<file path="config.mk">
export PLATFORM = sky130hd
export DESIGN_NAME = adcsc_top
export DESIGN_NICKNAME = d
export VERILOG_FILES = /design/src/adcsc_pkg.sv /design/src/adcsc_top.sv
export SDC_FILE = /design/constraint.sdc
export NUM_CORES = 1
export LEC_CHECK = 0
export BUFFER_PORTS_ARGS = -buffer_cell sky130_fd_sc_hd__buf_2
export CORE_MARGIN = 10
export CORE_UTILIZATION = 30
export CTS_CLUSTER_DIAMETER = 120
export CTS_CLUSTER_SIZE = 28
export DETAILED_ROUTE_END_ITERATION = 8
export PLACE_DENSITY_LB_ADDON = 0.1
export SLEW_MARGIN = 20
export SYNTH_ARGS = -nofsm -noshare
export SYNTH_HDL_FRONTEND = slang
export SYNTH_SLANG_ARGS = --single-unit
</file>
<file path="constraint.sdc">
create_clock -name clk_i -period 4.1 [get_ports clk_i]
set_clock_uncertainty 0.1 [all_clocks]
set_input_delay 0.41 -clock clk_i [delete_from_list [all_inputs] [get_ports clk_i]]
set_output_delay 0.41 -clock clk_i [all_outputs]
set_load 0.01 [all_outputs]
</file>
<file path="src/adcsc_pkg.sv">
// Constants, register map and carrier types for the converter sequencer
// What this block does
// - Analog-enabled pin goes to converter; its other functions are switched off.
// - Pull-high on a pin is disconnected while it is an analog input.
// - Analog enable overrides the port direction setting of the pin.
// - Source codes 000 and 100 convert the external channel picked by select.
// - Channel codes 0 to 11 pick pins 0 to 11; codes 11xx leave input floating.
// - Codes 001-011 pick supply /1 /2 /4; codes 101-111 pick reference /1 /2 /4.
// - Any internal source disconnects all external channels regardless of select.
// - Software pulses start high then low; one conversion follows the pulse.
// - Busy goes to one once a conversion has started and stays set.
// - Busy returns to zero when the conversion finishes.
// - Completion sets the request flag; with enable set an interrupt is raised.
// - Conversion clock is system clock divided by two to the select power.
// - Converter is powered only while the power enable bit is high.
// - Conversion is 4 sampling clocks then 12 converting clocks, 16 in all.
// - Conversion runs on its own without stalling the processor.
// - Result is a 12-bit unsigned code, full scale at the reference.
// - Result registers hold the new value by the time busy drops.
package adcsc_pkg;
  localparam int        RES_W       = 12;
  localparam int        NUM_CH      = 12;
  localparam int        DIV_W       = 7;
  localparam int        SAMPLE_CLKS = 4;
  localparam int        CONV_CLKS   = 12;
  // Register byte offsets
  localparam bit [7:0]  OFF_CTRL0   = 8'h00;
  localparam bit [7:0]  OFF_CTRL1   = 8'h04;
  localparam bit [7:0]  OFF_PIN_LO  = 8'h08;
  localparam bit [7:0]  OFF_PIN_HI  = 8'h0C;
  localparam bit [7:0]  OFF_RES_HI  = 8'h10;
  localparam bit [7:0]  OFF_RES_LO  = 8'h14;
  localparam bit [7:0]  OFF_IRQ     = 8'h18;
  // Field positions, first trial bit and floating channel code
  localparam int        CTL0_START  = 4;
  localparam int        CTL0_PWR    = 5;
  localparam int        CTL0_BUSY   = 7;
  localparam int        CTL1_SRC    = 5;
  localparam int        IRQ_FLAG    = 0;
  localparam int        IRQ_EN      = 1;
  localparam bit [11:0] SAR_MSB     = 12'h800;
  localparam bit [1:0]  CH_FLOAT    = 2'h3;

  typedef enum logic [1:0] {
    ADCSC_IDLE   = 2'b00,
    ADCSC_HOLD   = 2'b01,
    ADCSC_SAMPLE = 2'b10,
    ADCSC_CONV   = 2'b11
  } adcsc_state_t;

  typedef struct packed {
    logic        cyc;
    logic        stb;
    logic        we;
    logic [7:0]  adr;
    logic [3:0]  sel;
    logic [31:0] dat;
  } adcsc_wb_req_t;

  typedef struct packed {
    adcsc_state_t st;
    logic [6:0]   div_cnt;
    logic [3:0]   cnt;
    logic [11:0]  sar;
    logic [11:0]  mask;
    logic [11:0]  result;
    logic [3:0]   ch_sel;
    logic [2:0]   src;
    logic [2:0]   cks;
    logic         start;
    logic         pwr;
    logic [11:0]  pin_en;
    logic         irq_flag;
    logic         irq_en;
    logic         ack;
    logic [31:0]  dat;
  } adcsc_regs_t;
endpackage

</file>
<file path="src/adcsc_top.sv">
// Converter sequencer: pin override, input select, divider, SAR control
//
// The placing of the registers and the Wishbone slave port were left to the implementer.
`timescale 1ns/1ps
module adcsc_top (
  // Clock and reset
  input  wire logic                    clk_i,
  input  wire logic                    rst_i,
  // Wishbone slave
  input  adcsc_pkg::adcsc_wb_req_t     wb_i,
  output logic                         wb_ack_o,
  output logic [31:0]                  wb_dat_o,
  // Interrupt request
  output logic                         irq_o,
  // Port logic requests for the shared pins
  input  wire logic [11:0]             gpio_oe_i,
  input  wire logic [11:0]             gpio_pu_i,
  output logic [11:0]                  pin_oe_o,
  output logic [11:0]                  pin_pu_o,
  output logic [11:0]                  pin_analog_o,
  // Analog front end
  input  wire logic                    comp_i,
  output logic                         adc_pwr_o,
  output logic                         sample_o,
  output logic [11:0]                  dac_o,
  output logic [11:0]                  chan_sel_o,
  output logic [2:0]                   int_src_o
);
  import adcsc_pkg::*;

  adcsc_regs_t q;
  adcsc_regs_t n;
  logic        tick;
  logic        busy;
  logic        done;
  logic        wr;
  logic        ext;
  logic [6:0]  per_m1;
  logic [11:0] sar_d;
  logic [31:0] rd;
  logic [3:0]  htk;

  assign busy   = (q.st == ADCSC_SAMPLE) || (q.st == ADCSC_CONV);
  assign per_m1 = DIV_W'((8'h01 << q.cks) - 8'h01);
  assign tick   = (q.div_cnt == per_m1);
  // Gated by power so that an abort leaves no result and no request
  assign done   = (q.st == ADCSC_CONV) && tick && (q.mask == 12'h001)
                  && q.pwr;
  // keep trial bit only when input is at or above it
  assign sar_d  = comp_i ? q.sar : (q.sar & ~q.mask);
  // external source codes 000 and 100
  assign ext    = (q.src[1:0] == 2'h0);
  // Write lands on the acknowledging edge, as the master samples it there
  assign wr     = wb_i.cyc && wb_i.stb && wb_i.we && q.ack && wb_i.sel[0];

  always_comb begin
    rd = 32'h0000_0000;
    if (wb_i.adr == OFF_CTRL0) begin
      rd[3:0]        = q.ch_sel;
      rd[CTL0_START] = q.start;
      rd[CTL0_PWR]   = q.pwr;
      rd[CTL0_BUSY]  = busy;
    end else if (wb_i.adr == OFF_CTRL1) begin
      rd[2:0]              = q.cks;
      rd[CTL1_SRC +: 3]    = q.src;
    end else if (wb_i.adr == OFF_PIN_LO) begin
      rd[7:0] = q.pin_en[7:0];
    end else if (wb_i.adr == OFF_PIN_HI) begin
      rd[3:0] = q.pin_en[11:8];
    end else if (wb_i.adr == OFF_RES_HI) begin
      rd[3:0] = q.result[11:8];
    end else if (wb_i.adr == OFF_RES_LO) begin
      rd[7:0] = q.result[7:0];
    end else if (wb_i.adr == OFF_IRQ) begin
      rd[IRQ_FLAG] = q.irq_flag;
      rd[IRQ_EN]   = q.irq_en;
    end
  end

  always_comb begin
    n         = q;
    n.ack     = wb_i.cyc && wb_i.stb && !q.ack;
    if (wb_i.cyc && wb_i.stb && !q.ack) begin
      n.dat = rd;
    end
    // Lowering the divider select mid-count lets the counter wrap once
    n.div_cnt = tick ? 7'h00 : q.div_cnt + 7'h01;
    if (wr) begin
      if (wb_i.adr == OFF_CTRL0) begin
        n.ch_sel = wb_i.dat[3:0];
        n.start  = wb_i.dat[CTL0_START];
        n.pwr    = wb_i.dat[CTL0_PWR];
      end else if (wb_i.adr == OFF_CTRL1) begin
        n.cks = wb_i.dat[2:0];
        n.src = wb_i.dat[CTL1_SRC +: 3];
      end else if (wb_i.adr == OFF_PIN_LO) begin
        n.pin_en[7:0] = wb_i.dat[7:0];
      end else if (wb_i.adr == OFF_PIN_HI) begin
        n.pin_en[11:8] = wb_i.dat[3:0];
      end else if (wb_i.adr == OFF_IRQ) begin
        n.irq_en = wb_i.dat[IRQ_EN];
        if (wb_i.dat[IRQ_FLAG]) begin
          n.irq_flag = 1'b0;
        end
      end
    end
    case (q.st)
      ADCSC_IDLE: begin
        if (q.start && q.pwr) begin
          n.st = ADCSC_HOLD;
        end
      end
      ADCSC_HOLD: begin
        // falling start edge launches one conversion
        if (!q.start) begin
          n.st      = ADCSC_SAMPLE;
          n.div_cnt = 7'h00;
          n.cnt     = 4'h0;
        end
      end
      ADCSC_SAMPLE: begin
        if (tick) begin
          n.cnt = q.cnt + 4'h1;
          if (q.cnt == 4'(SAMPLE_CLKS - 1)) begin
            n.st   = ADCSC_CONV;
            n.cnt  = 4'h0;
            n.sar  = SAR_MSB;
            n.mask = SAR_MSB;
          end
        end
      end
      ADCSC_CONV: begin
        // runs alone, the bus stays free meanwhile
        // one result bit per conversion clock
        if (tick) begin
          n.sar  = sar_d | (q.mask >> 1);
          n.mask = q.mask >> 1;
          if (done) begin
            n.result = sar_d;
            n.st     = ADCSC_IDLE;
          end
        end
      end
      default: begin
        n.st = ADCSC_IDLE;
      end
    endcase
    // start held high keeps the sequencer reset
    if (q.start && q.pwr && busy) begin
      n.st = ADCSC_HOLD;
    end
    if (!q.pwr) begin
      n.st = ADCSC_IDLE;
    end
    // completion sets request; set beats a clear
    if (done) begin
      n.irq_flag = 1'b1;
    end
  end

  always_ff @(posedge clk_i) begin
    if (rst_i) begin
      q    <= '0;
      q.st <= ADCSC_IDLE;
    end else begin
      q <= n;
    end
  end

  // Tick count of the running conversion, for checking only
  always_ff @(posedge clk_i) begin
    if (rst_i || !busy) begin
      htk <= 4'h0;
    end else if (tick) begin
      htk <= htk + 4'h1;
    end
  end

  assign wb_ack_o     = q.ack;
  assign wb_dat_o     = q.dat;
  assign irq_o        = q.irq_flag && q.irq_en;
  // analog power follows the enable bit
  assign adc_pwr_o    = q.pwr;
  assign sample_o     = (q.st == ADCSC_SAMPLE);
  assign dac_o        = q.sar;
  assign pin_analog_o = q.pin_en;
  assign pin_oe_o     = gpio_oe_i & ~q.pin_en;
  assign pin_pu_o     = gpio_pu_i & ~q.pin_en;

  // one-hot channel, none when floating or internal
  always_comb begin
    chan_sel_o = 12'h000;
    if (ext && (q.ch_sel[3:2] != CH_FLOAT)) begin
      chan_sel_o[q.ch_sel] = 1'b1;
    end
  end

  // internal source code, zero when external
  assign int_src_o = ext ? 3'h0 : q.src;
endmodule // adcsc_top

</file>
==> flow_metrics.env, run 1 <==
export IMPL_outcome="completed"
export IMPL_final_common_cell="buf_2"
export IMPL_synth_edf_count=0
export IMPL_die_w_um=145
export IMPL_cts_buffer_depth=2
export IMPL_syn_area_per_cell_um2=8.24
export IMPL_rsz0062_at_grt="no"
export IMPL_ant_nets=0
export IMPL_fin_crit_sh_pct=81.5
export IMPL_layout_drive_gt1_share_pct=23.9
export IMPL_rows=45
export IMPL_via_per_inst=4.77
export IMPL_r2r_slack_ns=0.76
export IMPL_diodes=0
export IMPL_end_kind="flop"
export IMPL_coreArea_mm2=0.0153
export IMPL_critical_path_required_ns=4.28
export IMPL_final_cell_area_mm2=0.00536
export IMPL_tns_ns=0
export IMPL_io_buffers=121
export IMPL_max_vdd_ir_drop_mv=0.166
export IMPL_dpl_hpwl_um=10500
export IMPL_hold_depth=3
export IMPL_cp_start_kind="flop"
export IMPL_cts_repair_resized=0
export IMPL_grt_pass1_vias=4071
export IMPL_ys_ff_latch=84
export IMPL_htreeDepth=3
export IMPL_grt_pass1_wl_um=22400
export IMPL_hold_viol_final=0
export IMPL_cts_root_buf="clkbuf_16"
export IMPL_post_dp_cell_area_mm2=0.00508
export IMPL_cts_sink_count=84
export IMPL_grtUsageTotal_pct=13.1
export IMPL_area_growth_pct=14.5
export IMPL_die_height_um=145
export IMPL_syn_area_mm2=0.00468
export IMPL_synthCells=568
export IMPL_initial_core_util_pct=30.7
export IMPL_grt_antenna_before_repair=0
export IMPL_final_cells=855
export IMPL_overflow=0
export IMPL_dieArea_mm2=0.0210
export IMPL_post_route_min_period_ns=3.34
export IMPL_synthDistinctLibCells=59
export IMPL_hold_buffers=0
export IMPL_seq_area_frac_synth_pct=35.9
export IMPL_grt_max_degree=58
export IMPL_drv_cap=0
export IMPL_route_vias_total=4081
export IMPL_cp_max_fo=21
export IMPL_synth_flop_cell="dfxtp_1"
export IMPL_clkTransAtPathRegs_ns=0.06
export IMPL_fin_util_pct=35.1
export IMPL_finalSetupViolCount=0
export IMPL_slew_headroom_pct=46.2
export IMPL_first_pass_iters=4
export IMPL_first_iter_violations=246
export IMPL_place_gp_congestion=0.808
export IMPL_nets=716
export IMPL_cts_tree="built"
export IMPL_synthArstFlopShare_pct=0
export IMPL_numCtsBuffers=9
export IMPL_ys_warn_count=0
export IMPL_finalMaxSlewViolations=0
export IMPL_pwr_density_cell_mw_per_mm2=319
export IMPL_arrival_ns=3.53
export IMPL_critical_path_class="reg -> reg"
export IMPL_finalWirelength_um=13900
export IMPL_drc=0
export IMPL_power_leakage_nw=2.28
export IMPL_final_cell_mix="buf_2, dfxtp_1, nand2_1"
export IMPL_clock_latency_ns=0.35
export IMPL_post_cts_buffers=0
export IMPL_wl_per_cell_um=16.3
export IMPL_dp_cells=839
export IMPL_r2r_cells=8
export IMPL_worst_slew_pin_slew_ns=0.801
export IMPL_pin_count=173
export IMPL_hp_class="in -> reg"
export IMPL_holdWs_ns=0.227
export IMPL_max_freq_mhz=299
-- worst paths after layout --
path	startpoint	end
setup / recovery	q[49]	q[79]
hold / removal	wb_i[7]	q[54]
setup reg to reg	q[49]	q[79]
hold reg to reg	q[65]	q[65]
-- sequential cells by signal, summed over array words and instances, names as in the netlist, named ones only --
name / cells
adc_pwr_o: 1
dac_o: 12
pin_analog_o: 12
q: 49
wb_ack_o: 1
wb_dat_o: 8
-- cells in the mapped netlist, types with 4 or more instances --
| cell type | count | area, um^2 |
|---|---|---|
| xnor2_1 | 7 | 61.3 |
| o211ai_1 | 5 | 37.5 |
| nor4_1 | 5 | 31.3 |
| a21o_1 | 11 | 82.6 |
| mux2i_1 | 29 | 290 |
| o21ai_0 | 7 | 35.0 |
| clkbuf_1 | 21 | 78.8 |
| nor2_1 | 55 | 206 |
| nor3_1 | 20 | 100 |
| nand3_1 | 21 | 105 |
| nor3b_1 | 4 | 30.0 |
| nand2b_1 | 21 | 131 |
| nor2b_1 | 27 | 169 |
| a221oi_1 | 5 | 43.8 |
| inv_1 | 10 | 37.5 |
| a21oi_1 | 38 | 190 |
| dfxtp_1 | 84 | 1680 |
| nand2_1 | 60 | 225 |
| a22o_1 | 10 | 87.6 |
| a211oi_1 | 5 | 37.5 |
| buf_4 | 61 | 458 |
| nand4_1 | 4 | 25.0 |
-- power by group --
part / internal (W) / leakage, nW / switching, W
Clock: 0.000426 / 0.135 / 0.000347
Sequential: 0.000820 / 0.677 / 0.00000332
Combinational: 0.0000434 / 1.47 / 0.0000713
-- critical path, stage by stage, from the launching register on --
cell	delay (ns)
dfxtp_1	0.54
or3_4	0.20
ha_1	0.30
or4bb_1	0.51
o211ai_1	0.17
a221oi_4	0.19
nor3_4	0.29
and3_1	0.72
a22o_1	0.25
-- layout make-up --
cell class,count,area [um^2]
clock buffers,10,239
multi-input cells,409,2460
well taps,211,264
clock inverters,6,38.8
inverters,10,37.5
flip-flops and latches,84,1680
fillers,1578,9900
repair buffers,125,636
-- cell families (layout without fill, tap and decap cells) --
kind of cell / after synthesis / after routing / share of synthesized area, %
simple gates: 243 / 243 / 27.0
compound gates: 98 / 98 / 14.4
buf+inv: 98 / 151 / 13.3
flops: 84 / 84 / 35.9
mux: 31 / 31 / 6.68
xor+xnor: 10 / 10 / 1.87
fa+ha+maj: 3 / 3 / 0.802
other cells: 1 / 24 / 0.0801
-- through the flow --
stage / total power, W / worst slack [ns]
detailed placement: 0.000957 / 0.765
CTS: 0.00174 / 0.727
global route: 0.00178 / 0.437
global placement: 0.000956 / 0.811
finish: 0.00171 / 0.759
floorplan: 0.000924 / 1.14
-- routing by layer --
| layer | global-route usage (%) | vias to the layer above | wire length, um |
|---|---|---|---|
| li1 | - | 2032 | - |
| met1 | 17.0 | 1907 | 6640 |
| met2 | 19.8 | 127 | 6180 |
| met3 | 3.42 | 15 | 864 |
| met4 | 5.77 | 0 | 249 |
| met5 | 0 | - | 0 |
No activity file was read; power rests on OpenSTA's default activity.
==> run 2, diff against run 1 <==
- clock period: 4.1 -> 2.9 ns (I/O delays scaled with it)
==> flow_metrics.env, run 2 (synthesis results as in run 1) <==
export IMPL_nets=738
export IMPL_htreeDepth=3
export IMPL_cts_sink_count=84
export IMPL_finalPower_w=0.00252
export IMPL_grt_pass1_wl_um=22900
export IMPL_cp_num_buf_inv=1
export IMPL_first_pass_iters=4
export IMPL_numCtsBuffers=9
export IMPL_cts_buffer_depth=2
export IMPL_cp_start_kind="flop"
export IMPL_critical_path_required_ns=3.00
export IMPL_pre_cts_ws_ns=-0.0179
export IMPL_finalWirelength_um=14400
export IMPL_r2r_cells=9
export IMPL_layout_drive_gt1_share_pct=27.3
export IMPL_die_height_um=145
export IMPL_worst_slew_pin_slew_ns=0.688
export IMPL_power_leakage_nw=2.42
export IMPL_diodes=0
export IMPL_max_freq_mhz=365
export IMPL_final_cell_mix="buf_2, dfxtp_1, nand2_1"
export IMPL_cts_root_buf="clkbuf_16"
export IMPL_grt_antenna_before_repair=0
export IMPL_drc=0
export IMPL_crit_chain="or3_4, ha_2, nor3_1, o211ai_1, a32o_2, buf_4, or4_4, nand2_1, a21oi_1"
export IMPL_grt_busiest_layer="met2"
export IMPL_critical_path_class="reg -> reg"
export IMPL_end_kind="flop"
export IMPL_met3_usage_pct=4.32
export IMPL_drv_cap=0
export IMPL_arrival_ns=2.84
export IMPL_slew_headroom_pct=53.9
export IMPL_io_buffers=121
export IMPL_grt_max_degree=58
export IMPL_hold_depth=3
export IMPL_grt_pass1_vias=4120
export IMPL_setup_ws_ns=0.158
export IMPL_pin_count=173
export IMPL_path_depth=9
export IMPL_outcome="completed"
export IMPL_place_gp_congestion=0.842
export IMPL_finalMaxSlewViolations=0
export IMPL_post_route_min_period_ns=2.74
export IMPL_r2r_slack_ns=0.16
export IMPL_slowest_stage="or4_4"
export IMPL_largest_register_ff_count=49
export IMPL_initial_core_util_pct=30.7
export IMPL_clock_latency_ns=0.35
export IMPL_fin_crit_sh_pct=94.5
export IMPL_tns_ns=0
export IMPL_globalRouteMet2Util_pct=20.6
export IMPL_hold_buffers=0
export IMPL_wl_per_cell_um=16.5
export IMPL_hp_class="in -> reg"
export IMPL_met1_usage_pct=17.0
export IMPL_critPathMaxStageDelay_ns=0.60
export IMPL_clkTransAtPathRegs_ns=0.06
export IMPL_coreArea_mm2=0.0153
export IMPL_route_vias_total=4149
export IMPL_dpl_hpwl_um=11000
export IMPL_grtUsageTotal_pct=13.3
export IMPL_hold_viol_final=0
export IMPL_ant_nets=0
export IMPL_finalSetupViolCount=0
export IMPL_max_vdd_ir_drop_mv=0.258
export IMPL_cts_tree="built"
export IMPL_fin_util_pct=36.8
export IMPL_holdWs_ns=0.0965
export IMPL_pwr_density_cell_mw_per_mm2=449
export IMPL_area_growth_pct=20.0
export IMPL_first_iter_violations=239
export IMPL_rows=45
export IMPL_critPathTopFamily="simple AND/OR/NAND/NOR gates"
export IMPL_overflow=0
export IMPL_via_per_inst=4.73
export IMPL_regMostFlops="q"
export IMPL_final_common_cell="buf_2"
export IMPL_cp_max_fo=12
export IMPL_dieArea_mm2=0.0210
export IMPL_die_w_um=145
-- run 2: final timing paths --
check / endpoint / startpoint
min reg2reg: q[69] / q[69]
min: pin_analog_o[6] / wb_i[6]
max: q[61] / q[51]
max reg2reg: q[61] / q[51]
-- run 2: metal layers --
metal | wire, um | vias up
met4 | 93 | 0
li1 | - | 2081
met5 | 0 | -
met3 | 954 | 6
met2 | 6570 | 137
met1 | 6820 | 1925
-- run 2: worst min-delay path, stage by stage --
cell	delay (ns)
buf_2	0.09
mux2i_1	0.06
nor2_1	0.07
-- run 2: metrics by stage --
stage | cell area (um^2) | instances
floorplan | 4780 | 591
global placement | 5220 | 857
detailed placement | 5220 | 857
CTS | 5540 | 873
global route | 5620 | 877
finish | 5620 | 877
-- run 2: repair_timing --
action / CTS / global route
hold endpoints to repair: 0 / 0
pin swaps: 0 / 3
gates resized for setup: 1 / 7
setup buffers: 0 / 4
setup endpoints to repair: 9 / 38
-- run 2: layout make-up --
| class | instances | area [um^2] |
|---|---|---|
| timing repair buffer | 147 | 817 |
| tap | 211 | 264 |
| sequential | 84 | 1680 |
| multi-input combinational | 409 | 2500 |
| inverter | 10 | 37.5 |
| clock inverter | 5 | 58.8 |
| clock buffer | 11 | 253 |
| fill | 1596 | 9640 |
-- run 2: power breakdown --
group	total [W]	switching [W]	internal (W)
registers	0.00117	0.00000566	0.00116
clock network	0.00119	0.000478	0.000715
logic	0.000164	0.000101	0.0000625
total	0.00252	0.000585	0.00194
